`src/hw/bps_pkg.sv`:
```
// Package: constants, states and timing for the board power sequencer.
`default_nettype none
package bps_pkg;

    // ------------------------------------------------------------------
    // Clock and timing
    // ------------------------------------------------------------------
    localparam int          CLK_MHZ          = 25;         // System clock rate in MHz.
    localparam int          STEP_DELAY_US    = 1000;       // Settle time between group steps, in us.
    localparam int          STEP_CYCLES      = STEP_DELAY_US * CLK_MHZ; // Default settle count in cycles.
    localparam int          DISCH_DELAY_US   = 10000;      // Discharge hold time after power-down, in us.
    localparam int          DISCH_CYCLES     = DISCH_DELAY_US * CLK_MHZ; // Default discharge count.
    localparam int          POLL_DELAY_US    = 100;        // Spacing between sensor poll requests, in us.
    localparam int          POLL_CYCLES      = POLL_DELAY_US * CLK_MHZ; // Poll spacing in cycles.
    localparam int          CNT_W            = 24;         // Width of the shared delay counter.

    // ------------------------------------------------------------------
    // Rail groups and monitored channels
    // ------------------------------------------------------------------
    localparam int          NUM_GROUPS       = 3;          // Sequencing groups.
    localparam int          NUM_CH           = 6;          // Monitored voltage channels.
    localparam int          CH_W             = 3;          // Channel index width.
    localparam logic [CH_W-1:0] LAST_CH      = 3'h5;       // Highest channel index.
    localparam int          VOLT_W           = 16;         // Reading width.
    localparam int          NUM_DISCH        = 12;         // Fast-discharge transistors.
    localparam logic [NUM_DISCH-1:0] DISCH_ALL = 12'hFFF;  // All discharge gates on.
    localparam logic [NUM_DISCH-1:0] DISCH_NONE = 12'h000; // All discharge gates off.

    // ------------------------------------------------------------------
    // Temperature thresholds in whole degrees C
    // ------------------------------------------------------------------
    localparam int          TEMP_W           = 8;
    localparam logic [TEMP_W-1:0] TEMP_FAN_C  = 8'h3C;     // 60 C.
    localparam logic [TEMP_W-1:0] TEMP_TRIP_C = 8'h64;     // 100 C.

    // Sequencer states.
    typedef enum logic [3:0] {
        ST_OFF, ST_UP1, ST_UP2, ST_UP3, ST_ON,
        ST_DN3, ST_DN2, ST_DN1, ST_DISCH, ST_TRIPPED
    } bps_state_t;

endpackage
`default_nettype wire

```
`src/hw/bps_sequencer.sv`:
```
// Board power sequencer: ordered rail enables, discharge, polling and thermal guard.
// Operation
// - Power-up enables groups one, two, three.
// - Power-down disables groups three, two, one.
// - Group one: core and transceiver rails together.
// - Group two: pump, backup, IO, analog rails.
// - Poll ADC and regulators for six rails.
// - Discharge transistors on during power-down.
// - Die temperature monitored continuously.
// - Above 60 C force maximum cooling.
// - Above 100 C power the board off.
`timescale 1ns/1ps
`default_nettype none

module bps_sequencer
    import bps_pkg::*;
#(
    parameter int STEP_CNT  = bps_pkg::STEP_CYCLES,   // Settle cycles between steps.
    parameter int DISCH_CNT = bps_pkg::DISCH_CYCLES,  // Discharge hold cycles.
    parameter int POLL_CNT  = bps_pkg::POLL_CYCLES    // Poll spacing cycles.
) (
    input  wire logic                              clk,
    input  wire logic                              rst_n,
    input  wire logic                              powerOnReq,   // Level: high asks for rails on.
    input  wire logic [bps_pkg::TEMP_W-1:0]        dieTemp,      // Die temperature from diode monitor.
    input  wire logic                              dieTempValid, // Pulse: dieTemp holds a new reading.
    input  wire logic [bps_pkg::TEMP_W-1:0]        tileTemp,     // Hottest on-die sensor reading.
    input  wire logic                              sensorAck,    // Pulse: poll finished on the I2C side.
    input  wire logic [bps_pkg::VOLT_W-1:0]        sensorData,   // Reading returned with sensorAck.
    output logic [bps_pkg::NUM_GROUPS-1:0]         groupEn,      // Regulator enables, bit 0 is group one.
    output logic [bps_pkg::NUM_DISCH-1:0]          dischargeEn,  // Fast-discharge gate drives.
    output logic                                   fanMax,       // Maximum cooling command.
    output logic                                   thermalTrip,  // Sticky over-temperature shutdown.
    output logic                                   powerGood,    // All groups on and settled.
    output logic                                   sensorReq,    // Pulse: start a poll of sensorCh.
    output logic [bps_pkg::CH_W-1:0]               sensorCh,     // Channel being polled.
    output logic [bps_pkg::VOLT_W-1:0]             railVolt,     // Last reading.
    output logic [bps_pkg::CH_W-1:0]               railVoltCh,   // Channel of railVolt.
    output logic                                   railVoltValid // Pulse: railVolt updated.
);

    // ------------------------------------------------------------------
    // Sequencer state
    // ------------------------------------------------------------------
    bps_state_t                    state_ff, nxt_state;     // Current sequence step.
    logic [CNT_W-1:0]              delay_ff, nxt_delay;     // Settle or discharge countdown.
    logic [NUM_GROUPS-1:0]         groupEn_ff, nxt_groupEn; // Regulator enables.
    logic [NUM_DISCH-1:0]          disch_ff, nxt_disch;     // Discharge gates.
    logic                          good_ff, nxt_good;       // Power good.
    logic                          trip_ff, nxt_trip;       // Latched thermal shutdown.
    logic                          fan_ff, nxt_fan;         // Cooling command.
    logic [TEMP_W-1:0]             dieT_ff, nxt_dieT;       // Latest die temperature.
    logic [TEMP_W-1:0]             hot;                     // Hottest of the two sources.
    logic                          overTrip;                // Above the shutdown threshold.

    // Hottest sensor decides both the fan and the trip.
    always_comb begin
        hot      = (dieT_ff > tileTemp) ? dieT_ff : tileTemp;
        overTrip = (hot > TEMP_TRIP_C);
    end

    // Thermal tracking; the trip latches so a hot board stays off until reset.
    always_comb begin
        nxt_dieT = dieT_ff;
        if (dieTempValid) begin
            nxt_dieT = dieTemp;
        end
        nxt_fan  = (hot > TEMP_FAN_C);
        nxt_trip = trip_ff | overTrip;
    end

    // Next-state logic of the sequencer.
    always_comb begin
        nxt_state   = state_ff;
        nxt_delay   = (delay_ff != '0) ? delay_ff - 1'b1 : delay_ff;
        nxt_groupEn = groupEn_ff;
        nxt_disch   = disch_ff;
        nxt_good    = 1'b0;
        case (state_ff)
            ST_OFF: begin
                nxt_disch = DISCH_NONE;
                if (powerOnReq && !trip_ff && !overTrip) begin
                    nxt_groupEn = 3'b001;
                    nxt_delay   = CNT_W'(STEP_CNT);
                    nxt_state   = ST_UP1;
                end
            end
            ST_UP1: begin
                if (!powerOnReq || overTrip) begin
                    nxt_state = ST_DN1;
                end else if (delay_ff == '0) begin
                    nxt_groupEn = 3'b011;
                    nxt_delay   = CNT_W'(STEP_CNT);
                    nxt_state   = ST_UP2;
                end
            end
            ST_UP2: begin
                if (!powerOnReq || overTrip) begin
                    nxt_state = ST_DN2;
                end else if (delay_ff == '0) begin
                    nxt_groupEn = 3'b111;
                    nxt_delay   = CNT_W'(STEP_CNT);
                    nxt_state   = ST_UP3;
                end
            end
            ST_UP3: begin
                if (!powerOnReq || overTrip) begin
                    nxt_state = ST_DN3;
                end else if (delay_ff == '0) begin
                    nxt_state = ST_ON;
                end
            end
            ST_ON: begin
                nxt_good = 1'b1;
                if (!powerOnReq || overTrip) begin
                    nxt_good  = 1'b0;
                    nxt_state = ST_DN3;
                end
            end
            // Each down step drops one group and waits; a partly raised set
            // enters at its own top group so order stays reversed.
            ST_DN3: begin
                nxt_groupEn = 3'b011;
                nxt_delay   = CNT_W'(STEP_CNT);
                nxt_state   = ST_DN2;
            end
            ST_DN2: begin
                if (groupEn_ff[2] || delay_ff == '0) begin
                    nxt_groupEn = 3'b001;
                    nxt_delay   = CNT_W'(STEP_CNT);
                    nxt_state   = ST_DN1;
                end
            end
            ST_DN1: begin
                if (groupEn_ff[1] || delay_ff == '0) begin
                    nxt_groupEn = 3'b000;
                    nxt_delay   = CNT_W'(DISCH_CNT);
                    nxt_state   = ST_DISCH;
                end
            end
            ST_DISCH: begin
                // Gates open only after every regulator enable is low.
                nxt_disch = DISCH_ALL;
                if (delay_ff == '0) begin
                    nxt_disch = DISCH_NONE;
                    nxt_state = trip_ff ? ST_TRIPPED : ST_OFF;
                end
            end
            ST_TRIPPED: begin
                // Only a reset (power cycle) leaves this state.
                nxt_disch = DISCH_NONE;
            end
            default: begin
                nxt_state   = ST_OFF;
                nxt_groupEn = '0;
                nxt_disch   = DISCH_NONE;
            end
        endcase
    end

    // Sequencer and thermal registers.
    always_ff @(posedge clk) begin
        if (!rst_n) begin
            state_ff   <= ST_OFF;
            delay_ff   <= '0;
            groupEn_ff <= '0;
            disch_ff   <= DISCH_NONE;
            good_ff    <= 1'b0;
            trip_ff    <= 1'b0;
            fan_ff     <= 1'b0;
            dieT_ff    <= '0;
        end else begin
            state_ff   <= nxt_state;
            delay_ff   <= nxt_delay;
            groupEn_ff <= nxt_groupEn;
            disch_ff   <= nxt_disch;
            good_ff    <= nxt_good;
            trip_ff    <= nxt_trip;
            fan_ff     <= nxt_fan;
            dieT_ff    <= nxt_dieT;
        end
    end

    // ------------------------------------------------------------------
    // Voltage polling
    // ------------------------------------------------------------------
    logic [CNT_W-1:0]   poll_ff, nxt_poll;     // Spacing countdown.
    logic               busy_ff, nxt_busy;     // Poll outstanding.
    logic               req_ff, nxt_req;       // Request pulse.
    logic [CH_W-1:0]    ch_ff, nxt_ch;         // Channel pointer.
    logic [VOLT_W-1:0]  volt_ff, nxt_volt;     // Captured reading.
    logic [CH_W-1:0]    vch_ff, nxt_vch;       // Channel of reading.
    logic               vval_ff, nxt_vval;     // Reading pulse.

    // Round-robin over the six rails; one poll outstanding at a time so a
    // slow I2C answer simply stretches the cycle rather than piling up.
    always_comb begin
        nxt_poll = (poll_ff != '0) ? poll_ff - 1'b1 : poll_ff;
        nxt_busy = busy_ff;
        nxt_req  = 1'b0;
        nxt_ch   = ch_ff;
        nxt_volt = volt_ff;
        nxt_vch  = vch_ff;
        nxt_vval = 1'b0;
        if (busy_ff) begin
            if (sensorAck) begin
                nxt_volt = sensorData;
                nxt_vch  = ch_ff;
                nxt_vval = 1'b1;
                nxt_busy = 1'b0;
                nxt_ch   = (ch_ff == LAST_CH) ? '0 : ch_ff + 1'b1;
                nxt_poll = CNT_W'(POLL_CNT);
            end
        end else if (poll_ff == '0 && groupEn_ff != '0) begin
            nxt_req  = 1'b1;
            nxt_busy = 1'b1;
        end
    end

    // Polling registers.
    always_ff @(posedge clk) begin
        if (!rst_n) begin
            poll_ff <= '0;
            busy_ff <= 1'b0;
            req_ff  <= 1'b0;
            ch_ff   <= '0;
            volt_ff <= '0;
            vch_ff  <= '0;
            vval_ff <= 1'b0;
        end else begin
            poll_ff <= nxt_poll;
            busy_ff <= nxt_busy;
            req_ff  <= nxt_req;
            ch_ff   <= nxt_ch;
            volt_ff <= nxt_volt;
            vch_ff  <= nxt_vch;
            vval_ff <= nxt_vval;
        end
    end

    // Outputs straight from flip-flops.
    assign groupEn       = groupEn_ff;
    assign dischargeEn   = disch_ff;
    assign fanMax        = fan_ff;
    assign thermalTrip   = trip_ff;
    assign powerGood     = good_ff;
    assign sensorReq     = req_ff;
    assign sensorCh      = ch_ff;
    assign railVolt      = volt_ff;
    assign railVoltCh    = vch_ff;
    assign railVoltValid = vval_ff;

endmodule

`default_nettype wire

```
`config.mk`:
```
export PLATFORM = sky130hd
export DESIGN_NAME = bps_sequencer
export DESIGN_NICKNAME = d
export VERILOG_FILES = /design/src/hw/bps_pkg.sv /design/src/hw/bps_sequencer.sv
export SDC_FILE = /design/constraint.sdc
export NUM_CORES = 1
export LEC_CHECK = 0
export BUFFER_PORTS_ARGS = -buffer_cell sky130_fd_sc_hd__buf_4
export CAP_MARGIN = 0
export CORE_UTILIZATION = 40
export CTS_CLUSTER_DIAMETER = 120
export CTS_CLUSTER_SIZE = 28
export DETAILED_ROUTE_END_ITERATION = 6
export HOLD_SLACK_MARGIN = 0.1
export PLACE_DENSITY = 0.65
export SKIP_CTS_REPAIR_TIMING = 1
export SLEW_MARGIN = 20
export SYNTH_ARGS = -nofsm -noshare
export SYNTH_HDL_FRONTEND = slang
export SYNTH_SLANG_ARGS = --single-unit
```
`constraint.sdc`:
```
create_clock -name clk -period 4.9 [get_ports clk]
set_clock_uncertainty 0.15 [all_clocks]
set_input_delay 0.245 -clock clk [delete_from_list [all_inputs] [get_ports clk]]
set_output_delay 0.245 -clock clk [all_outputs]
set_load 0.005 [all_outputs]
```
==> results of run 1 <==
==> logic make-up after synthesis <==
logic type	Yosys count	share of synthesized area, %
and+or+nand+nor	250	27.2
AOI/OAI and AO/OA	107	14.9
DFF	92	39.8
buffers and inverters	53	5.41
xor gates and xnor gates	40	7.58
adders and majority gates	12	3.25
muxes	8	1.73
==> per-layer routing <==
layer  wire length, um  vias to the layer above  GRT usage [%]
met4               138                        0           5.52
li1                  -                     2138              -
met1              5200                     1943           24.3
met5                 0                        -              0
met2              5380                       91           30.9
met3               448                       14           5.22
==> cells in the final DEF, fill, tap and decap left out, types with 3 or more instances in the layout <==
cell and n:
o2111ai_1 3, a31oi_1 4, nor2_1 71, mux2i_1 8
and2_1 3, or4_1 4, nand3_1 13, o31ai_1 3
nor3_1 17, clkinvlp_4 3, o21ai_0 18, and3_1 8
a21oi_1 42, ha_1 12, nor3b_1 4, buf_4 79
dlygate4sd3_1 25, nor2b_1 4, nor4_1 12, or3_1 12
dfxtp_1 92, a211oi_1 5, nand4_1 6, o211ai_1 3
xor2_1 16, xnor2_1 24, clkbuf_16 9, nand2b_1 7
nand2_1 71, inv_1 19
==> final timing paths <==
| kind | endpoint | slack (ns) | cells after the start | start |
|---|---|---|---|---|
| worst max-delay path | delay_ff[16]$_SDFF_PN0_ | 1.55 | 10 | delay_ff[0]$_SDFF_PN0_ |
| worst min-delay path | delay_ff[7]$_SDFF_PN0_ | 0.11 | 2 | rst_n |
| worst max register to register | delay_ff[16]$_SDFF_PN0_ | 1.55 | 10 | delay_ff[0]$_SDFF_PN0_ |
| worst min register to register | railVolt[5]$_SDFFE_PN0P_ | 0.31 | 2 | railVolt[5]$_SDFFE_PN0P_ |
==> per-stage QoR <==
step | total power (W) | setup WS (ns) | utilization [%]
3_5_place_dp | 0.00261 | 1.64 | 47.2
4_1_cts | 0.00333 | 1.62 | 50.0
3_3_place_gp | 0.00256 | 1.71 | 47.2
6_report | 0.00333 | 1.55 | 52.3
2_1_floorplan | 0.00230 | 2.20 | -
5_1_grt | 0.00359 | 1.32 | 52.3
==> worst reg2reg max path, delay by kind of cell, from the launching register on <==
kind / cells / cell delay [ns]
DFF: 1 / 0.31
and+or+nand+nor: 5 / 1.60
AOI/OAI and AO/OA: 3 / 0.91
adders and majority gates: 1 / 0.19
buffers and inverters: 1 / 0.09
==> final cells by class <==
class                      instances  area (um2)  share of cell area [%]
tap                              140         175                    3.04
clock buffer                      10         239                    4.14
inverter                          19        71.3                    1.24
multi-input combinational        417        2530                    43.8
sequential                        92        1840                    31.9
timing repair buffer             104         843                    14.6
clock inverter                     6        70.1                    1.21
==> flip-flops by register name, summed over array words and instances (netlist names) <==
name,flops
dieT_ff,8
thermalTrip,1
delay_ff,24
fanMax,1
state_ff,4
groupEn,3
dischargeEn,1
sensorCh,3
railVolt,16
railVoltValid,1
powerGood,1
busy_ff,1
sensorReq,1
railVoltCh,3
poll_ff,24
==> power breakdown <==
part | switching (W) | internal [W]
clock | 0.000292 | 0.000413
combinational | 0.000812 | 0.000653
sequential | 0.000221 | 0.000945
total | 0.00132 | 0.00201
==> metrics.txt, run 1 <==
status=complete, no violations; # nets final=roughly 690; CTS tree=yes; residual overflow from global routing=0; IO buf count=78; Synth Instances=562; post-synthesis sequential area ratio=39.8%; design area=5770 um2; top post-synthesis cells by count=92 x dfxtp_1, 71 x nand2_1, 71 x nor2_1; clock latency on the worst-skew pair=0.34 ns; DRC viols=0; Mapped Nets=611; final hold vios=0; PD cells=578 nW/um2; Fillers=roughly 1100; gpl congestion=0.866; initial antenna violation count=0; CP startpoint kind=flop; number of global-route vias before repair=3811; root buf cell=clkbuf_16; kind of critical path=flop to flop; fraction of layout cells with a size suffix above 1=16.4%; Post-synth top flop=dfxtp_1; Synth area leader=dfxtp_1; syn avg cell area=8.22 um2; CP cell instances=inv_1 -> ha_1 -> nor3b_1 -> and4b_1 -> nor3b_1 -> nand3_1 -> o2111ai_1 -> nand3_2 -> a211o_1 -> a31o_1; vias=4186; Leak=2.38 nW; Worst slew margin=between 30% and 40%; slowest stage cell, crit path=nor3b_1; CP arrival=~3.4 ns; WP data required=4.98 ns; RSZ-0062 raised after global routing=no; Initial DRC Count=226; Clock Pin Slew Worst Setup and Hold Paths=0.06 ns; top cells by area, synth=dfxtp_1 40%, nand2_1 5.8%, nor2_1 5.8%, a21oi_1 4.5%, xnor2_1 4.5%; drt total wl=11.2 mm; DIE WIDTH=109 um; Mapped Area=approximately 4600 um2; upper clock frequency limit=299 MHz; Placed Area=approximately 5200 um2; Tmin final=3.35 ns; Async S/R FF share, synth=0%; Routed Antenna Nets=0; final slew viol count=0; Area Overhead vs Synth=24.9%; Rows=38; pin count of the biggest net entering global routing=38; first-pass GRT wire length=18.0 mm; vias per std cell=approximately 5.3; Max clock buf depth=2; worst-path maximum fanout=10; diode count=0; most numerous cell in the Yosys netlist=dfxtp_1; critical path's largest stage delay=0.48 ns; Final setup viols=0; Seq cells post-synth=92; core area=11000 um2; Hold Path Class=input port to flop; Period Utilization, post-route=68.4%; crit-path leading delay family=simple AND/OR/NAND/NOR gates; GRT Overall Usage=between 10% and 20%; TritonCTS Buffers=9; number of H-tree levels=3; Starting Density=around two fifths; Post-synth EDFFs=0; First-pass DRT Iterations=5; worst path bufs/invs=1; Critical Path Most Common Cell=nor3b_1; final hold slack=~0.11 ns; top-level I/O count=79; Synth Warn #=0; Worst Setup End Kind=flop; die height=109 um; unique cell type count in the Yosys netlist=65; Final Non-Filler Cells=788; final setup TNS=0 ns; # clock sinks=92; worst slew pin tran=0.976 ns; wire per inst=roughly 14 um; Max Cap Viol=0; Synth top area share=39.8%; die area=12000 um2; post-DP HPWL=7.91 mm; worst vdd ir=0.355 mV; dpl cells=747
Power figures use the tool's default switching activity.
==> inputs of run 2 (changes only) <==
==> constraint.sdc (replaced) <==
create_clock -name clk -period 3.1 [get_ports clk]
set_clock_uncertainty 0.15 [all_clocks]
set_input_delay 0.155 -clock clk [delete_from_list [all_inputs] [get_ports clk]]
set_output_delay 0.155 -clock clk [all_outputs]
set_load 0.005 [all_outputs]
==> run 2 against run 1 <==
  * Sequential share of layout area is 1.0 points lower
  * Sequential cell count unchanged
  * Power is 60% higher
  * Non-clock buffer count grew 24
  * Final area grew 3.4%
  * Setup slack worse by 1.4 ns
  * Combinational power increased by 68%
  * Final cell count increased by 3.0%
  * Global-route usage grew 0.12 points
  * Clock power rose by 49%
  * Largest power group unchanged
==> metrics.txt, run 2 (synthesis gave the netlist of run 1 again) <==
root buf cell=clkbuf_16; initial antenna violation count=0 (unchanged); Leak=2.48 nW (+4.3%); Placed Area=5320 um2 (+2.0%); Hold Path Class=input port to flop; diode count=0 (unchanged); DRC viols=0 (unchanged); DIE WIDTH=109 um (unchanged); Rows=38 (unchanged); most frequent cells in the layout=94 x buf_4, 92 x dfxtp_1, 71 x nand2_1, 71 x nor2_1, 41 x a21oi_1; final hold slack=0.0868 ns (-0.0266 ns); number of global-route vias before repair=3775 (-0.94%); post-DP HPWL=7.94 mm (+0.47%); IO buf count=78 (unchanged); # clock sinks=92 (unchanged); fraction of layout cells with a size suffix above 1=18.6% (+2.2 points); First-pass DRT Iterations=5 (unchanged); clock latency on the worst-skew pair=0.34 ns (about the same); Routed Antenna Nets=0 (unchanged); kind of critical path=flop to flop; die area=12000 um2 (unchanged); CP arrival=3.02 ns (-0.41 ns); vias per std cell=5.34 (+0.57%); Worst Setup End Kind=flop; upper clock frequency limit=342 MHz (+14%); final setup TNS=0 ns (unchanged); Clock Pin Slew Worst Setup and Hold Paths=0.07 ns (about the same); worst-path maximum fanout=10 (unchanged); final hold vios=0 (unchanged); TritonCTS Buffers=9 (unchanged); pin count of the biggest net entering global routing=49 (+29%); vias=4338 (+3.6%); Starting Density=41.9% (unchanged); final core utilization=54.1% (+1.8 points); design area=5960 um2 (+3.4%); first-pass GRT wire length=17.8 mm (-0.96%); r2r setup slk=0.17 ns (-1.38 ns); final slew viol count=0 (unchanged); status=complete, no violations; CP startpoint kind=flop; gpl congestion=0.863 (-0.35%); Period Utilization, post-route=94.5% (+26 points); Storage cell area=1840 um2 (unchanged); drt total wl=11.5 mm (+2.9%); # nets final=716 (+3.5%); most common cell after layout, fill and taps aside=buf_4; Worst slew margin=48.6% (+15 points); PD cells=895 nW/um2 (+55%); Initial DRC Count=296 (+31%); residual overflow from global routing=0 (unchanged); Tmin final=2.93 ns (-0.421 ns); Final setup viols=0 (unchanged); Fillers=1021 (-4.1%); core area=11000 um2 (unchanged); GRT Overall Usage=19.0% (+0.12 points); Max clock buf depth=2 (unchanged); wire per inst=14.2 um (-0.18%); die height=109 um (unchanged); top-level I/O count=79 (unchanged); Max Cap Viol=0 (unchanged); Final Non-Filler Cells=812 (+3.0%); number of H-tree levels=3 (unchanged); worst vdd ir=0.608 mV (+71%); dpl cells=761 (+1.9%); worst slew pin tran=0.771 ns (-0.204 ns); Multi-input gate area=2540 um2 (+0.49%); WP data required=3.19 ns (-1.79 ns); Area Overhead vs Synth=29.0%; CTS tree=yes
[run 2: cell types whose count changed in the layout (fill, tap and decap cells not counted), moves of 2 or more]
cell	previous run	this run
dlygate4sd3_1	25	34
clkinv_4	0	2
inv_6	2	0
buf_4	79	94
[run 2: final cells by class]
cell class,count,share of cell area (%)
flip-flops and latches,92,30.9
multi-input cells,417,42.6
repair buffers,128,17.5
well taps,140,2.94
clock inverters,6,0.818
clock buffers,10,4.01
inverters,19,1.20
[run 2: worst max-delay path, stage by stage, from the launching register on]
cell and delay [ns]:
dfxtp_1 0.34, nor4_1 0.45, nand4b_1 0.14, or4_1 0.51
buf_4 0.19, o211ai_1 0.16, a32oi_1 0.16, nor3_2 0.31
o21ai_1 0.13, a32o_1 0.27
[run 2: report_power, final]
group / internal, W / total, W / switching (W)
sequential: 0.00149 / 0.00184 / 0.000345
clock: 0.000572 / 0.00105 / 0.000476
combinational: 0.00114 / 0.00245 / 0.00131
[run 2: final timing paths]
check                      startpoint                       end  cells after the start
max           delay_ff[11]$_SDFF_PN0_  state_ff[1]$_SDFFE_PN0P_                      9
min                       tileTemp[6]         fanMax$_SDFF_PN0_                      4
max reg2reg   delay_ff[11]$_SDFF_PN0_  state_ff[1]$_SDFFE_PN0P_                      9
min reg2reg  railVolt[2]$_SDFFE_PN0P_  railVolt[2]$_SDFFE_PN0P_                      2
[run 2: metrics by stage]
step                setup slack (ns)  power [W]
floorplan                      0.398    0.00364
global placement               0.170    0.00415
detailed placement             0.110    0.00421
CTS                           0.0726    0.00529
global route                -0.00248    0.00574
finish                         0.172    0.00534
[run 2: per-layer routing]
metal  global-route usage [%]  vias to the layer above  wire, um
li1                         -                     2182         -
met1                     23.8                     2020      5220
met2                     32.3                      118      5590
met3                     3.97                       18       475
met4                     6.95                        0       210
met5                        0                        -         0
==> inputs of run 3 (changes only) <==
--- a/config.mk
+++ b/config.mk
@@ -7,12 +7,12 @@
 export LEC_CHECK = 0
 export BUFFER_PORTS_ARGS = -buffer_cell sky130_fd_sc_hd__buf_4
 export CAP_MARGIN = 0
-export CORE_UTILIZATION = 40
+export CORE_UTILIZATION = 56
 export CTS_CLUSTER_DIAMETER = 120
 export CTS_CLUSTER_SIZE = 28
 export DETAILED_ROUTE_END_ITERATION = 6
 export HOLD_SLACK_MARGIN = 0.1
-export PLACE_DENSITY = 0.65
+export PLACE_DENSITY = 0.85
 export SKIP_CTS_REPAIR_TIMING = 1
 export SLEW_MARGIN = 20
 export SYNTH_ARGS = -nofsm -noshare
==> run 3 against run 2 <==
  * Setup slack worse by 0.016 ns
  * Final area down 2.7%
  * Final cell count down 5.2%
  * Hold slack better by 0.043 ns
  * First-iteration DRC count down 16%
  * Power down 4.3%
  * Non-clock buffer count down 4
  * Critical path type unchanged
  * Via count up 4.4%
  * Count of clock-buffer cells in the layout down 1
  * Register-to-register slack worse by 0.02 ns
  * Utilization up 20 points
==> metrics.txt, run 3 (synthesis gave the netlist of run 1 again) <==
most frequent cells in the layout=92 x dfxtp_1, 89 x buf_4, 71 x nand2_1, 71 x nor2_1, 42 x a21oi_1; internal power=0.00292 W (-8.8%); diode count=0 (unchanged); post-DP HPWL=7.65 mm (-3.7%); status=complete, no violations; Rows=32 (-16%); CTS tree=yes; Max clock buf depth=2 (unchanged); pin count of the biggest net entering global routing=30 (-39%); PD cells=879 nW/um2 (-1.7%); Hold Path Class=input port to flop; Initial DRC Count=250 (-16%); Critical Path Most Common Cell=a211oi_1; CP cell instances=ha_1 -> a211oi_1 -> nor2_1 -> and4bb_1 -> nor4b_1 -> a311o_1 -> o211a_1 -> nand2b_1 -> buf_4 -> a211oi_1; Clock Pin Slew Worst Setup and Hold Paths=0.10 ns (+0.03 ns); hold path depth=4 (unchanged); wire per inst=16.2 um (+14%); residual overflow from global routing=0 (unchanged); # clock sinks=92 (unchanged); IO buf count=78 (unchanged); crit-path leading delay family=compound AO/OA/AOI/OAI gates; critical path's largest stage delay=0.43 ns (-0.08 ns); die area=8620 um2 (-28%); DIE WIDTH=92.9 um (-15%); initial antenna violation count=0 (unchanged); WP data required=3.22 ns (+0.03 ns); kind of critical path=flop to flop; Period Utilization, post-route=95.0% (+0.52 points); Combinational Power Share=48.1% (+2.2 points); most common cell after layout, fill and taps aside=dfxtp_1; first-pass GRT wire length=17.7 mm (-0.51%); clock network power share=15.8% (-3.8 points); switching power=0.00218 W (+2.4%); fraction of layout cells with a size suffix above 1=17.7% (-0.94 points); core area=7850 um2 (-29%); CP startpoint kind=flop; r2r setup slk=0.16 ns (-0.02 ns); RSZ-0062 raised after global routing=no; dpl cells=719 (-5.5%); clock latency on the worst-skew pair=0.36 ns (+0.02 ns); slowest stage cell, crit path=dfxtp_1; number of H-tree levels=3 (unchanged); Max Cap Viol=0 (unchanged); root buf cell=clkbuf_8; DRC viols=0 (unchanged); final core utilization=74.0% (+20 points); Starting Density=58.9% (+17 points); final hold slack=0.130 ns (+0.0428 ns); Area Overhead vs Synth=25.6%; Routed Antenna Nets=0 (unchanged); Flop pwr share=36.1% (+1.6 points); Worst Setup End Kind=flop; # nets final=712 (-0.56%); Net Sw Frac=42.7% (+2.8 points); worst vdd ir=0.396 mV (-35%); final hold vios=0 (unchanged); Leak=2.43 nW (-2.1%); worst slew pin tran=0.789 ns (+0.0173 ns); top-level I/O count=79 (unchanged); vias per std cell=5.88 (+10%); Tmin final=2.94 ns (+0.0161 ns); gpl congestion=0.958 (+11%); worst-path maximum fanout=12 (+2); CP arrival=3.07 ns (+0.05 ns); Final setup viols=0 (unchanged); number of cells on the critical path=10 (+1); Fillers=520 (-49%); die height=92.9 um (-15%); number of global-route vias before repair=4011 (+6.3%); First-pass DRT Iterations=5 (unchanged); final slew viol count=0 (unchanged); TritonCTS Buffers=9 (unchanged); drt total wl=12.5 mm (+8.5%); Worst slew margin=47.4% (-1.2 points); Final Non-Filler Cells=770 (-5.2%); GRT Overall Usage=25.2% (+6.2 points); upper clock frequency limit=340 MHz (-0.55%); vias=4531 (+4.4%); worst path bufs/invs=1 (unchanged); Reg2Reg Depth=10 (+1); final setup TNS=0 ns (unchanged)
## run 3: cell count changes in the layout (fill, tap and decap cells not counted), sizes merged
cell,previous run,this run
buf,94,89
inv,20,23
clkbuf,10,9
clkinv,3,2
clkinvlp,2,1
dlygate4sd3,34,35
## run 3: power by group through the flow
stage / clock network (W) / logic (W) / registers [W]
floorplan: 0 / 0.00189 / 0.00175
CTS: 0.000816 / 0.00237 / 0.00183
detailed placement: 0 / 0.00233 / 0.00185
finish: 0.000808 / 0.00245 / 0.00184
global route: 0.000871 / 0.00274 / 0.00188
global placement: 0 / 0.00226 / 0.00183
## run 3: worst paths after layout
path                                          startpoint                       end
worst min-delay path                         tileTemp[6]         fanMax$_SDFF_PN0_
worst min register to register  railVolt[6]$_SDFFE_PN0P_  railVolt[6]$_SDFFE_PN0P_
worst max register to register   dieT_ff[5]$_SDFFE_PN0P_    delay_ff[1]$_SDFF_PN0_
worst max-delay path             dieT_ff[5]$_SDFFE_PN0P_    delay_ff[1]$_SDFF_PN0_
## run 3: layout make-up
type	count	area (um2)	share of cell area, %
Multi-Input combinational cell	417	2540	43.8
Inverter	19	71.3	1.23
Clock buffer	9	124	2.13
Clock inverter	7	77.6	1.34
Timing Repair Buffer	124	1020	17.5
Sequential cell	92	1840	31.7
Tap cell	102	128	2.20
## run 3: tightest hold or removal path, delay by kind of cell
| kind | cells | cell delay [ns] |
|---|---|---|
| AND/OR/NAND/NOR | 1 | 0.06 |
| AO/OA/AOI/OAI | 1 | 0.20 |
| buffers and inverters | 2 | 0.18 |
## run 3: per-stage QoR
stage	power, W	instance area [um2]	setup slack [ns]
floorplan	0.00364	4620	0.398
global placement	0.00408	5240	0.215
detailed placement	0.00418	5240	0.119
CTS	0.00501	5440	0.0846
global route	0.00549	5800	0.0100
finish	0.00510	5800	0.156
## run 3: layer usage
layer	vias to the layer above	global-route usage (%)	share of wire (%)
li1	2174	-	-
met1	2167	30.7	42
met2	170	44.1	51
met3	20	4.76	5.9
met4	0	8.85	1.6
met5	-	0	0
